===== src/logic/tpw_map.vh =====
// Register offsets, field positions, reset values and constants of the PWM timer
`ifndef TPW_MAP_VH
`define TPW_MAP_VH

// ------------------------------------------------------------------
// Register byte offsets
// ------------------------------------------------------------------
`define TPW_CTRL_OFF     12'h000
`define TPW_CMPA_OFF     12'h004
`define TPW_CMPB_OFF     12'h008
`define TPW_CAPT_OFF     12'h00C
`define TPW_CNT_OFF      12'h010
`define TPW_FLAG_OFF     12'h014
`define TPW_CMPA_ACT_OFF 12'h018

// ------------------------------------------------------------------
// Control register fields
// ------------------------------------------------------------------
`define TPW_CTRL_MODE_LSB 0
`define TPW_CTRL_MODE_MSB 3
`define TPW_CTRL_OMA_LSB  4
`define TPW_CTRL_OMA_MSB  5
`define TPW_CTRL_OMB_LSB  6
`define TPW_CTRL_OMB_MSB  7
`define TPW_CTRL_PRE_LSB  8
`define TPW_CTRL_PRE_MSB  10
`define TPW_CTRL_DIRA_BIT 11
`define TPW_CTRL_DIRB_BIT 12
`define TPW_CTRL_RESET    32'h00000000

// ------------------------------------------------------------------
// Flag register bits (write one to clear)
// ------------------------------------------------------------------
`define TPW_FLAG_OVF_BIT  0
`define TPW_FLAG_CMPA_BIT 1
`define TPW_FLAG_CMPB_BIT 2
`define TPW_FLAG_CAPT_BIT 3

// ------------------------------------------------------------------
// Counting constants
// ------------------------------------------------------------------
`define TPW_BOTTOM   16'h0000
`define TPW_MAX      16'hFFFF
`define TPW_TOP_8B   16'h00FF
`define TPW_TOP_9B   16'h01FF
`define TPW_TOP_10B  16'h03FF

// Output mode field codes
`define TPW_OM_OFF    2'h0
`define TPW_OM_TOGGLE 2'h1
`define TPW_OM_NONINV 2'h2
`define TPW_OM_INV    2'h3

// Prescaler select codes: 0 stop, 1..5 = /1 /8 /64 /256 /1024
`define TPW_PRE_STOP  3'h0
`define TPW_PRE_DIV1  3'h1
`define TPW_PRE_DIV8  3'h2
`define TPW_PRE_DIV64 3'h3
`define TPW_PRE_D256  3'h4
`define TPW_PRE_D1024 3'h5

`endif


===== src/logic/tpw_prescaler.v =====
// Prescaler that makes the timer clock enable from the I/O clock
`timescale 1ns/1ns
`include "tpw_map.vh"

module tpw_prescaler (
   input  wire       clk,
   input  wire       nrst,
   input  wire [2:0] sel,
   output reg        tick
);

   reg [9:0] div_q;

   // ------------------------------------------------------------------
   // Free-running divider and enable pulse selection
   // ------------------------------------------------------------------
   always @(posedge clk) begin
      if (!nrst) begin
         div_q <= 10'h000;
         tick  <= 1'b0;
      end else begin
         div_q <= div_q + 10'h001;
         case (sel)
            `TPW_PRE_DIV1:  tick <= 1'b1;
            `TPW_PRE_DIV8:  tick <= (div_q[2:0] == 3'h7);
            `TPW_PRE_DIV64: tick <= (div_q[5:0] == 6'h3F);
            `TPW_PRE_D256:  tick <= (div_q[7:0] == 8'hFF);
            `TPW_PRE_D1024: tick <= (div_q == 10'h3FF);
            default:        tick <= 1'b0;
         endcase
      end
   end

endmodule // tpw_prescaler


===== src/logic/tpw_timer.v =====
// PWM waveform generator of a 16-bit timer with an APB register slave
//
// Implementation choices: the APB slave port and the address map.
`timescale 1ns/1ns
`include "tpw_map.vh"

module tpw_timer (
   input  wire        REF_CLK,
   input  wire        NRST,
   input  wire        PSEL,
   input  wire        PENABLE,
   input  wire        PWRITE,
   input  wire [11:0] PADDR,
   input  wire [31:0] PWDATA,
   output reg  [31:0] PRDATA,
   output reg         PREADY,
   output reg         PSLVERR,
   output reg         COMPARE_OUTPUT_A,
   output reg         COMPARE_OUTPUT_B,
   output reg         PIN_ENABLE_A_N,
   output reg         PIN_ENABLE_B_N
);

   // ------------------------------------------------------------------
   // Mode decoding helpers
   // ------------------------------------------------------------------
   function is_fast;
      input [3:0] m;
      is_fast = (m == 4'd5) || (m == 4'd6) || (m == 4'd7) || (m == 4'd14) || (m == 4'd15);
   endfunction

   function is_phase;
      input [3:0] m;
      is_phase = (m == 4'd1) || (m == 4'd2) || (m == 4'd3) || (m == 4'd10) || (m == 4'd11);
   endfunction

   function is_freq;
      input [3:0] m;
      is_freq = (m == 4'd8) || (m == 4'd9);
   endfunction

   // Resolution mask for fixed TOP modes; all ones otherwise
   function [15:0] res_mask;
      input [3:0] m;
      case (m)
         4'd1, 4'd5: res_mask = `TPW_TOP_8B;
         4'd2, 4'd6: res_mask = `TPW_TOP_9B;
         4'd3, 4'd7: res_mask = `TPW_TOP_10B;
         default:    res_mask = `TPW_MAX;
      endcase
   endfunction

   // Level a dual-slope match drives for the given slope and output mode
   function dual_level;
      input       dn;
      input [1:0] om;
      dual_level = dn ^ (om == `TPW_OM_INV);
   endfunction

   // ------------------------------------------------------------------
   // State
   // ------------------------------------------------------------------
   reg  [31:0] ctrl_q;
   reg  [15:0] cmpa_buf_q;
   reg  [15:0] cmpb_buf_q;
   reg  [15:0] cmpa_q;
   reg  [15:0] cmpb_q;
   reg  [15:0] capt_q;
   reg  [15:0] cnt_q;
   reg         down_q;
   reg  [3:0]  flag_q;
   reg         oca_q;
   reg         ocb_q;
   reg  [3:0]  flag_d;
   reg  [15:0] top;
   reg         top_src_a;
   reg         top_src_c;
   reg  [31:0] rd_d;
   wire        tick;

   wire [3:0]  mode   = ctrl_q[`TPW_CTRL_MODE_MSB:`TPW_CTRL_MODE_LSB];
   wire [1:0]  om_a   = ctrl_q[`TPW_CTRL_OMA_MSB:`TPW_CTRL_OMA_LSB];
   wire [1:0]  om_b   = ctrl_q[`TPW_CTRL_OMB_MSB:`TPW_CTRL_OMB_LSB];
   wire        fast   = is_fast(mode);
   wire        phase  = is_phase(mode);
   wire        freq   = is_freq(mode);
   wire        dual   = phase | freq;
   wire        wr_acc = PSEL & PENABLE & PWRITE & PREADY;
   wire        rd_set = PSEL & !PENABLE & !PWRITE;
   wire        mapped = (PADDR <= `TPW_CMPA_ACT_OFF) && (PADDR[1:0] == 2'h0);

   // ------------------------------------------------------------------
   // Timer clock enable
   // ------------------------------------------------------------------
   tpw_prescaler u_pre (
      .clk  (REF_CLK),
      .nrst (NRST),
      .sel  (ctrl_q[`TPW_CTRL_PRE_MSB:`TPW_CTRL_PRE_LSB]),
      .tick (tick)
   );

   // ------------------------------------------------------------------
   // TOP selection per mode
   // ------------------------------------------------------------------
   // Fixed TOP follows the resolution mask, a register sets it in modes 8 to 11, 14 and 15, and other modes count to MAX
   always @* begin
      top       = `TPW_MAX;
      top_src_a = 1'b0;
      top_src_c = 1'b0;
      case (mode)
         4'd1, 4'd2, 4'd3, 4'd5, 4'd6, 4'd7: top = res_mask(mode);
         4'd8, 4'd10, 4'd14: begin
            top       = capt_q;
            top_src_c = 1'b1;
         end
         4'd9, 4'd11, 4'd15: begin
            top       = cmpa_q;
            top_src_a = 1'b1;
         end
         default: top = `TPW_MAX;
      endcase
   end

   // Match terms; a compare above TOP is never reached
   wire at_top  = (cnt_q == top);
   wire at_bot  = (cnt_q == `TPW_BOTTOM);
   wire match_a = (cnt_q == cmpa_q) && (cmpa_q <= top);
   wire match_b = (cnt_q == cmpb_q) && (cmpb_q <= top);
   // Load point of the double buffers
   wire load_pt = (fast & at_top) | (phase & at_top) | (freq & at_bot & down_q);
   // Slope seen by a dual-slope match: TOP counts as falling and BOTTOM as rising,
   // so in non-inverted mode a compare at BOTTOM stays low and a compare at TOP stays high
   wire slope_dn = at_top | (down_q & !at_bot);

   // ------------------------------------------------------------------
   // Counter and direction
   // ------------------------------------------------------------------
   // A software write to the counter wins over the timer clock enable
   always @(posedge REF_CLK) begin
      if (!NRST) begin
         cnt_q  <= 16'h0000;
         down_q <= 1'b0;
      end else if (wr_acc && PADDR == `TPW_CNT_OFF) begin
         cnt_q <= PWDATA[15:0];
      end else if (tick) begin
         if (fast) begin
            cnt_q <= at_top ? `TPW_BOTTOM : cnt_q + 16'h0001;
         end else if (dual) begin
            if (!down_q) begin
               if (at_top) begin
                  down_q <= 1'b1;
                  cnt_q  <= cnt_q - 16'h0001;
               end else begin
                  cnt_q <= cnt_q + 16'h0001;
               end
            end else if (at_bot) begin
               down_q <= 1'b0;
               cnt_q  <= cnt_q + 16'h0001;
            end else begin
               cnt_q <= cnt_q - 16'h0001;
            end
         end else begin
            cnt_q  <= cnt_q + 16'h0001;
            down_q <= 1'b0;
         end
      end
   end

   // ------------------------------------------------------------------
   // Double-buffered compare values
   // ------------------------------------------------------------------
   // Non-PWM modes take a written compare at the next timer clock
   always @(posedge REF_CLK) begin
      if (!NRST) begin
         cmpa_q <= 16'h0000;
         cmpb_q <= 16'h0000;
      end else if (tick && (load_pt || !(fast || dual))) begin
         cmpa_q <= cmpa_buf_q;
         cmpb_q <= cmpb_buf_q;
      end
   end

   // ------------------------------------------------------------------
   // Flags: hardware set wins over software clear
   // ------------------------------------------------------------------
   // The clear is applied first so that a set in the same cycle overrides it
   always @* begin
      flag_d = flag_q;
      if (wr_acc && PADDR == `TPW_FLAG_OFF)
         flag_d = flag_q & ~PWDATA[3:0];
      if (tick) begin
         if ((fast & at_top) | (phase & at_bot & down_q) | (freq & at_bot & down_q))
            flag_d[`TPW_FLAG_OVF_BIT] = 1'b1;
         if (match_a | (load_pt & top_src_a))
            flag_d[`TPW_FLAG_CMPA_BIT] = 1'b1;
         if (match_b)
            flag_d[`TPW_FLAG_CMPB_BIT] = 1'b1;
         if ((fast | phase) & at_top & top_src_c)
            flag_d[`TPW_FLAG_CAPT_BIT] = 1'b1;
         else if (freq & at_top & top_src_c & !down_q)
            flag_d[`TPW_FLAG_CAPT_BIT] = 1'b1;
      end
   end

   always @(posedge REF_CLK) begin
      if (!NRST)
         flag_q <= 4'h0;
      else
         flag_q <= flag_d;
   end

   // ------------------------------------------------------------------
   // Waveform generation per channel
   // ------------------------------------------------------------------
   always @(posedge REF_CLK) begin
      if (!NRST) begin
         oca_q <= 1'b0;
         ocb_q <= 1'b0;
      end else if (tick) begin
         if (fast) begin
            // Match wins over wrap so compare at TOP stays constant
            if (om_a[1]) begin
               if (match_a)
                  oca_q <= (om_a == `TPW_OM_NONINV);
               else if (at_top)
                  oca_q <= (om_a == `TPW_OM_INV);
            end else if (om_a == `TPW_OM_TOGGLE && mode == 4'd15 && match_a) begin
               oca_q <= !oca_q;
            end
            if (om_b[1]) begin
               if (match_b)
                  ocb_q <= (om_b == `TPW_OM_NONINV);
               else if (at_top)
                  ocb_q <= (om_b == `TPW_OM_INV);
            end
         end else if (dual) begin
            // Up-match clears, down-match sets for non-inverted
            if (om_a[1] && match_a)
               oca_q <= dual_level(slope_dn, om_a);
            else if (om_a == `TPW_OM_TOGGLE && (mode == 4'd11 || mode == 4'd9) && match_a)
               oca_q <= !oca_q;
            if (om_b[1] && match_b)
               ocb_q <= dual_level(slope_dn, om_b);
         end
      end
   end

   // ------------------------------------------------------------------
   // Pins: level and active-low drive enable gated by direction
   // ------------------------------------------------------------------
   // Both the direction bit and a live output mode are needed to drive a pin
   always @(posedge REF_CLK) begin
      if (!NRST) begin
         COMPARE_OUTPUT_A <= 1'b0;
         COMPARE_OUTPUT_B <= 1'b0;
         PIN_ENABLE_A_N   <= 1'b1;
         PIN_ENABLE_B_N   <= 1'b1;
      end else begin
         COMPARE_OUTPUT_A <= oca_q;
         COMPARE_OUTPUT_B <= ocb_q;
         PIN_ENABLE_A_N   <= !(ctrl_q[`TPW_CTRL_DIRA_BIT] && om_a != `TPW_OM_OFF);
         PIN_ENABLE_B_N   <= !(ctrl_q[`TPW_CTRL_DIRB_BIT] && om_b != `TPW_OM_OFF);
      end
   end

   // ------------------------------------------------------------------
   // APB register writes
   // ------------------------------------------------------------------
   // Compare writes are masked by the resolution of the mode in force
   always @(posedge REF_CLK) begin
      if (!NRST) begin
         ctrl_q     <= `TPW_CTRL_RESET;
         cmpa_buf_q <= 16'h0000;
         cmpb_buf_q <= 16'h0000;
         capt_q     <= 16'h0000;
      end else if (wr_acc) begin
         case (PADDR)
            `TPW_CTRL_OFF: ctrl_q <= {19'h00000, PWDATA[12:0]};
            `TPW_CMPA_OFF: cmpa_buf_q <= PWDATA[15:0] & res_mask(mode);
            `TPW_CMPB_OFF: cmpb_buf_q <= PWDATA[15:0] & res_mask(mode);
            `TPW_CAPT_OFF: capt_q <= PWDATA[15:0];
            default:       ctrl_q <= ctrl_q;
         endcase
      end
   end

   // ------------------------------------------------------------------
   // APB read mux and handshake: no wait state, ready in the first access cycle
   // ------------------------------------------------------------------
   // Read data is latched in the setup cycle and stands until the next read
   always @* begin
      case (PADDR)
         `TPW_CTRL_OFF:     rd_d = ctrl_q;
         `TPW_CMPA_OFF:     rd_d = {16'h0000, cmpa_buf_q};
         `TPW_CMPB_OFF:     rd_d = {16'h0000, cmpb_buf_q};
         `TPW_CAPT_OFF:     rd_d = {16'h0000, capt_q};
         `TPW_CNT_OFF:      rd_d = {16'h0000, cnt_q};
         `TPW_FLAG_OFF:     rd_d = {28'h0000000, flag_q};
         `TPW_CMPA_ACT_OFF: rd_d = {16'h0000, cmpa_q};
         default:           rd_d = 32'h00000000;
      endcase
   end

   always @(posedge REF_CLK) begin
      if (!NRST) begin
         PRDATA  <= 32'h00000000;
         PREADY  <= 1'b0;
         PSLVERR <= 1'b0;
      end else begin
         PREADY  <= PSEL & !PENABLE;
         PSLVERR <= PSEL & !PENABLE & !mapped;
         if (rd_set)
            PRDATA <= rd_d;
      end
   end

endmodule // tpw_timer


===== config.mk =====
export PLATFORM = sky130hd
export DESIGN_NAME = tpw_timer
export DESIGN_NICKNAME = d
export VERILOG_FILES = /design/src/logic/tpw_prescaler.v /design/src/logic/tpw_timer.v
export VERILOG_INCLUDE_DIRS = /design/src /design/src/logic
export SDC_FILE = /design/constraint.sdc
export NUM_CORES = 1
export LEC_CHECK = 0
export ABC_AREA = 1
export BUFFER_PORTS_ARGS = -buffer_cell sky130_fd_sc_hd__buf_2
export CORE_MARGIN = 4
export CORE_UTILIZATION = 30
export DETAILED_ROUTE_END_ITERATION = 7
export HOLD_SLACK_MARGIN = 0.08
export SLEW_MARGIN = 0
export SYNTH_ARGS = -nofsm -noshare
export SYNTH_HDL_FRONTEND = slang
export SYNTH_HIERARCHICAL = 1
export SYNTH_SLANG_ARGS = --single-unit

===== constraint.sdc =====
create_clock -name REF_CLK -period 4.9 [get_ports REF_CLK]
set_clock_uncertainty 0.15 [all_clocks]
set_input_delay 0.49 -clock REF_CLK [delete_from_list [all_inputs] [get_ports REF_CLK]]
set_output_delay 0.49 -clock REF_CLK [all_outputs]
set_load 0.1 [all_outputs]

==> results of run 1 <==
## placed cells by master, fill, tap and decap left out, drive strengths merged, types with 4 or more instances in the layout
| cell type | synthesis | final |
|---|---|---|
| o21a | 4 | 4 |
| clkbuf | 47 | 17 |
| a211oi | 13 | 13 |
| nor4 | 6 | 6 |
| dfxtp | 149 | 149 |
| xnor2 | 7 | 7 |
| buf | 37 | 66 |
| nor2 | 166 | 166 |
| o21ai | 124 | 124 |
| ha | 37 | 37 |
| xor2 | 33 | 33 |
| or2 | 4 | 4 |
| nand3 | 99 | 99 |
| nor3 | 22 | 22 |
| o31ai | 4 | 4 |
| o22ai | 19 | 19 |
| o211ai | 5 | 5 |
| conb | 1 | 16 |
| clkinv | 9 | 10 |
| nand4 | 26 | 26 |
| o41ai | 12 | 12 |
| o221ai | 5 | 5 |
| a21oi | 144 | 144 |
| nand2 | 370 | 370 |
| inv | 202 | 210 |
## state kept, by name, summed over array words and instances (netlist names)
register	count
down_q	1
u_pre/tick	1
u_pre/div_q	10
PREADY	1
oca_q	1
cmpa_q	16
PIN_ENABLE_B_N	1
capt_q	16
PRDATA	16
cmpa_buf_q	16
flag_q	4
COMPARE_OUTPUT_A	1
COMPARE_OUTPUT_B	1
ocb_q	1
cmpb_q	16
PSLVERR	1
PIN_ENABLE_A_N	1
cnt_q	16
ctrl_q	13
cmpb_buf_q	16
## kinds of logic after synthesis
logic type	count (synthesis)
other	1
flip-flops	149
buffers and inverters	295
XOR/XNOR	40
AO/OA/AOI/OAI	337
adder cells (fa/ha/maj)	37
AND/OR/NAND/NOR	695
## stage by stage
| stage | total power [mW] | area (um^2) | instances | hold WS [ns] |
|---|---|---|---|---|
| final | 2.79 | 11100 | 2024 | 0.221 |
| after global routing | 2.86 | 11100 | 2024 | 0.239 |
| after CTS | 2.81 | 11100 | 2024 | 0.219 |
| after detailed placement | 1.39 | 10500 | 1993 | 0.280 |
| after global placement | 1.39 | 10500 | 1993 | 0.267 |
| after floorplan | 1.35 | 10100 | 1569 | 0.247 |
## area by class of cell
| cell class | count | area (um^2) |
|---|---|---|
| Sequential cell | 149 | 2980 |
| Timing Repair Buffer | 66 | 360 |
| Clock buffer | 17 | 425 |
| Inverter | 211 | 802 |
| Tap cell | 442 | 553 |
| Fill cell | 3641 | 21700 |
| Multi-Input combinational cell | 1125 | 5820 |
| Clock inverter | 14 | 189 |
## worst max-delay path, stage by stage, from the launching register on
cell and delay, ns:
dfxtp_1 0.85, nand2_1 0.11, inv_1 0.18, nand2_1 0.13, nand2_4 0.17, nand2_1 0.10, nand2_1 0.13, inv_1 0.08
ha_1 0.31, nand2_1 0.08, nor2_1 0.04, a211oi_1 0.42, nand3_1 0.13, nand2_1 0.18, nand3_1 0.16, nand2_1 0.09
nor2_1 0.05, nor2_1 0.08, nand2_1 0.07, nor2_1 0.09, nand3_1 0.07, nand2_1 0.06, inv_1 0.03
## report_power, final
part | leakage [nW] | total (mW) | internal, mW | switching (mW)
registers | 1.20 | 1.21 | 1.21 | 0.00170
logic | 3.54 | 0.149 | 0.0237 | 0.125
clock network | 0.296 | 1.43 | 0.817 | 0.612
total | 5.04 | 2.79 | 2.05 | 0.739
## per-layer routing
layer | track usage (%) | vias up
li1 | - | 5073
met1 | 27.7 | 4809
met2 | 31.2 | 367
met3 | 1.98 | 72
met4 | 8.98 | 0
met5 | 0 | -
## how the worst max path moves through the flow
stage | slack, ns | endpoint | cells past startpoint
3_3_place_gp | 1.06 | oca_q | 22
2_1_floorplan | 2.16 | oca_q | 24
4_1_cts | 1.06 | oca_q | 22
6_report | 1.03 | oca_q | 22
5_1_grt | 0.69 | oca_q | 22
3_5_place_dp | 1.07 | oca_q | 22
==> flow_summary.json, run 1 <==
{
  "status": "completed",
  "synthToLayoutAreaGrowth_pct": 11.1,
  "synth-xor-area-share_pct": 3.50,
  "drt_iter0_markers": 710,
  "hp-start": "PSEL",
  "start_kind": "register",
  "hold_violations": 0,
  "fin_ws_ns": 1.03,
  "cts_root_buffer": "clkbuf_16",
  "drt-pass1-iter-count": 5,
  "grt_pass1_wl_mm": 56.3,
  "tightest_slew_ns": 0.926,
  "grt_pass1_vias": 9615,
  "synth_area_per_cell_um2": 6.45,
  "yosys_warnings": 6,
  "yosysSeqAreaShare_pct": 29.8,
  "hp-class": "input port to register",
  "die_y_um": 191,
  "synth.largest_area_cell": "dfxtp_1",
  "numPortBuffers": 54,
  "place.gp.congestion": 0.982,
  "die_x_um": 191,
  "synth-seq-cells": 149,
  "cts_hold_buf": 0,
  "slew_headroom_pct": 38.2,
  "grt_antenna_before_repair": 0,
  "antennaDiodeCount": 0,
  "syn_inst": 1554,
  "cts_made_buffers": 17,
  "synth_flop_cell": "dfxtp_1",
  "finalSetupTns_ns": 0,
  "clk_pin_slew_ns": 0.07,
  "grt_overflow_total": 0,
  "setup_viol": 0,
  "wl_met3_mm": 2.22,
  "synth_commonest_cells": "352 x nand2_1, 194 x inv_1, 158 x nor2_1, 149 x dfxtp_1, 144 x a21oi_1",
  "r2r-end": "oca_q",
  "synth_edf_count": 0,
  "drive_above_1_share_pct": 9.29,
  "cts_tree": "done",
  "synth.area.mux_share_pct": 0,
  "p_per_area_nw_per_um2": 251,
  "synth_simple_gate_area_share_pct": 30.8,
  "regToRegStartpoint": "ctrl_q[0]",
  "pre_cts_slack_ns": 1.07,
  "synth_area_um2": 10000,
  "avgViaCountPerCell": 5.10,
  "io_pins": 87,
  "row_count": 66,
  "cts_setup_buffers": 0,
  "drc": 0,
  "min_to": "PREADY",
  "cp-end-kind": "register",
  "crit_arrival_ns": 4.06,
  "core-area_um2": 32800,
  "dieArea_um2": 36400,
  "cts-resized-gates": 0,
  "synth.distinct_cells": 46,
  "path_class": "register to register",
  "clock_path_buffers": 2,
  "cp-startpoint": "ctrl_q[0]",
  "reg2regPathDepth": 22,
  "synth_area_leaders": "dfxtp_1 30%, nand2_1 13%, inv_1 7.3%, a21oi_1 7.2%, nor2_1 5.9%",
  "synth_most_common_cell": "nand2_1",
  "min_period_ns": 3.87,
  "nNetsFinal": 1656,
  "synth_top_family_by_area": "simple AND/OR/NAND/NOR gates",
  "worstSkewPairLatency_ns": 0.43,
  "cts.sinks": 149,
  "dp_hpwl_mm": 27.8,
  "rsz0062_at_grt": "no",
  "final_util_pct": 34.0,
  "cp_max_fo": 16,
  "grt_max_degree": 96,
  "topRoutingLayerUsed": "met4",
  "wirelength_mm": 36.6,
  "vias": 10300,
  "synth_compound_area_share_pct": 18.5,
  "synthAdderAreaFrac_pct": 4.62,
  "wl_met1_mm": 16.6,
  "synth_top_area_share_pct": 29.8,
  "max_clock_freq_mhz": 259,
  "slew_viol_final": 0,
  "async_flop_share_pct": 0,
  "postRouteAntennaNets": 0,
  "wl_per_cell_um": 18.1,
  "cap_violations": 0,
  "fin_crit_sh_pct": 78.9,
  "start_util_pct": 30.6,
  "cp.required_ns": 5.09,
  "htreeDepth": 4,
  "met2WireLength_mm": 16.1,
  "holdPathStages": 3,
  "vdd_drop_max_v": 0.000195,
  "r2r_slack_ns": 1.03,
  "power_leakage_nw": 5.04,
  "track_usage_pct": 19.9
}
Note: power is estimated with default switching activity, not from simulation.
==> run 2, diff against run 1 <==
==> constraint.sdc (replaced) <==
create_clock -name REF_CLK -period 3.9 [get_ports REF_CLK]
set_clock_uncertainty 0.15 [all_clocks]
set_input_delay 0.39 -clock REF_CLK [delete_from_list [all_inputs] [get_ports REF_CLK]]
set_output_delay 0.39 -clock REF_CLK [all_outputs]
set_load 0.1 [all_outputs]
==> run 2 against run 1 <==
  * Critical path depth down 1
  * Clock power up 24%
  * Non-clock buffer count up 17
  * Cell count up 0.89%
  * Cell area up 1.2%
  * Fmax up 9.7%
  * Clock-buffer cell count unchanged
  * Hold slack worse by 0.11 ns
  * Critical endpoint unchanged
  * Highest routed layer unchanged
==> flow_summary.json, run 2 (synthesized netlist as in run 1, its figures left out) <==
{
  "status": "completed",
  "pre_cts_slack_ns": 0.437,
  "start_util_pct": 30.6,
  "cts_setup_buffers": 0,
  "nNetsFinal": 1673,
  "worstSkewPairLatency_ns": 0.44,
  "crit_arrival_ns": 3.72,
  "p_per_area_nw_per_um2": 310,
  "r2r_slack_ns": 0.38,
  "vias": 10300,
  "vdd_drop_max_v": 0.000211,
  "drive_above_1_share_pct": 10.3,
  "cts_hold_buf": 0,
  "slew_viol_final": 0,
  "cts_made_buffers": 17,
  "path_class": "register to register",
  "track_usage_pct": 20.2,
  "cp.required_ns": 4.09,
  "tightest_slew_ns": 1.08,
  "numPortBuffers": 54,
  "layout_common_cells": "352 x nand2_1, 194 x inv_1, 158 x nor2_1",
  "die_y_um": 191,
  "grt_pass1_vias": 9693,
  "power_leakage_nw": 5.12,
  "row_count": 66,
  "hold_violations": 0,
  "grt_pass1_wl_mm": 57.1,
  "nFillCells": 3620,
  "min_period_ns": 3.52,
  "wl_met1_mm": 16.9,
  "cts_root_buffer": "clkbuf_16",
  "drc": 0,
  "dp_hpwl_mm": 28.3,
  "reg2regPathDepth": 21,
  "clk_pin_slew_ns": 0.08,
  "cap_violations": 0,
  "setup_viol": 0,
  "regToRegStartpoint": "ctrl_q[0]",
  "final_common_cell": "nand2_1",
  "io_pins": 87,
  "drt-pass1-iter-count": 6,
  "finalSetupTns_ns": 0,
  "antennaDiodeCount": 0,
  "core-area_um2": 32800,
  "cts_tree": "done",
  "grt_overflow_total": 0,
  "slew_headroom_pct": 27.5,
  "fin_ws_ns": 0.375,
  "postRouteAntennaNets": 0,
  "final_util_pct": 34.4,
  "cp-end-kind": "register",
  "hp-class": "input port to register",
  "max_clock_freq_mhz": 284,
  "wirelength_mm": 37.0,
  "cts.sinks": 149,
  "htreeDepth": 4,
  "cp-startpoint": "ctrl_q[0]",
  "synthToLayoutAreaGrowth_pct": 12.4,
  "regArea_um2": 2980,
  "fin_crit_sh_pct": 90.4,
  "avgViaCountPerCell": 5.04,
  "drt_iter0_markers": 885,
  "wl_met3_mm": 2.58,
  "wl_per_cell_um": 18.1,
  "cts-resized-gates": 0,
  "topRoutingLayerUsed": "met4",
  "start_kind": "register",
  "cp_max_fo": 10,
  "multi_input_area_um2": 5820,
  "crit_end": "oca_q",
  "grt_max_degree": 96,
  "met2WireLength_mm": 16.4,
  "place.gp.congestion": 0.966,
  "die_x_um": 191,
  "dieArea_um2": 36400,
  "rsz0062_at_grt": "no",
  "grt_antenna_before_repair": 0,
  "clock_path_buffers": 2,
  "r2r-end": "oca_q"
}
run 2: cell types whose count changed in the layout (fill, tap and decap cells not counted):
cell and delta:
clkinv_8 +4, buf_4 +17, inv_6 -5, bufinv_16 -3, clkinvlp_4 -2, inv_8 +4
inv_12 +2, clkinv_4 +1
run 2: through the flow:
step	std cells	hold slack (ns)	area, um^2	power (mW)
finish	2042	0.114	11300	3.49
global placement	2010	0.270	10600	1.75
detailed placement	2010	0.268	10600	1.75
global route	2042	0.131	11300	3.58
floorplan	1569	0.247	10100	1.70
CTS	2042	0.113	11300	3.49
run 2: worst min-delay path by stage:
stage	from	to	slack, ns	cells past startpoint
final	PSEL	PREADY	0.11	3
after global routing	PSEL	PREADY	0.13	3
after CTS	PWDATA[13]	capt_q[13]	0.11	3
after detailed placement	ctrl_q[12]	PIN_ENABLE_B_N	0.27	1
after global placement	ctrl_q[12]	PIN_ENABLE_B_N	0.27	1
after floorplan	ctrl_q[11]	PIN_ENABLE_A_N	0.25	1
run 2: power by group:
part	internal [mW]	leakage (nW)	switching, mW	total [mW]
combinational	0.0301	3.62	0.160	0.190
clock	0.884	0.301	0.887	1.77
sequential	1.52	1.20	0.00219	1.53
total	2.44	5.12	1.05	3.49
run 2: cell type report:
type                       instances  share of cell area [%]
clock buffer                      17                    3.78
clock inverter                    15                    1.70
inverter                         211                    7.12
multi-input combinational       1125                    51.7
sequential                       149                    26.5
tap                              442                    4.91
timing repair buffer              83                    4.33
run 2: routing by layer:
metal	global-route usage, %	vias to the layer above
li1	-	5110
met1	28.5	4743
met2	31.6	381
met3	3.44	54
met4	6.10	0
met5	0	-
run 2: worst max-delay path, stage by stage (launching register included):
cell and delay, ns:
dfxtp_1 0.43, buf_4 0.24, inv_1 0.14, nand2_1 0.09, a21oi_1 0.30, nand2_1 0.12
nand3_1 0.15, inv_1 0.08, ha_1 0.29, nand2_1 0.05, nor3_1 0.31, nand3_1 0.14
nand2_1 0.19, nand2_1 0.14, nor2_1 0.13, nor2_1 0.06, nor2_1 0.08, nand2_1 0.07
nor2_1 0.09, nand3_1 0.08, nand2_1 0.06, inv_1 0.04
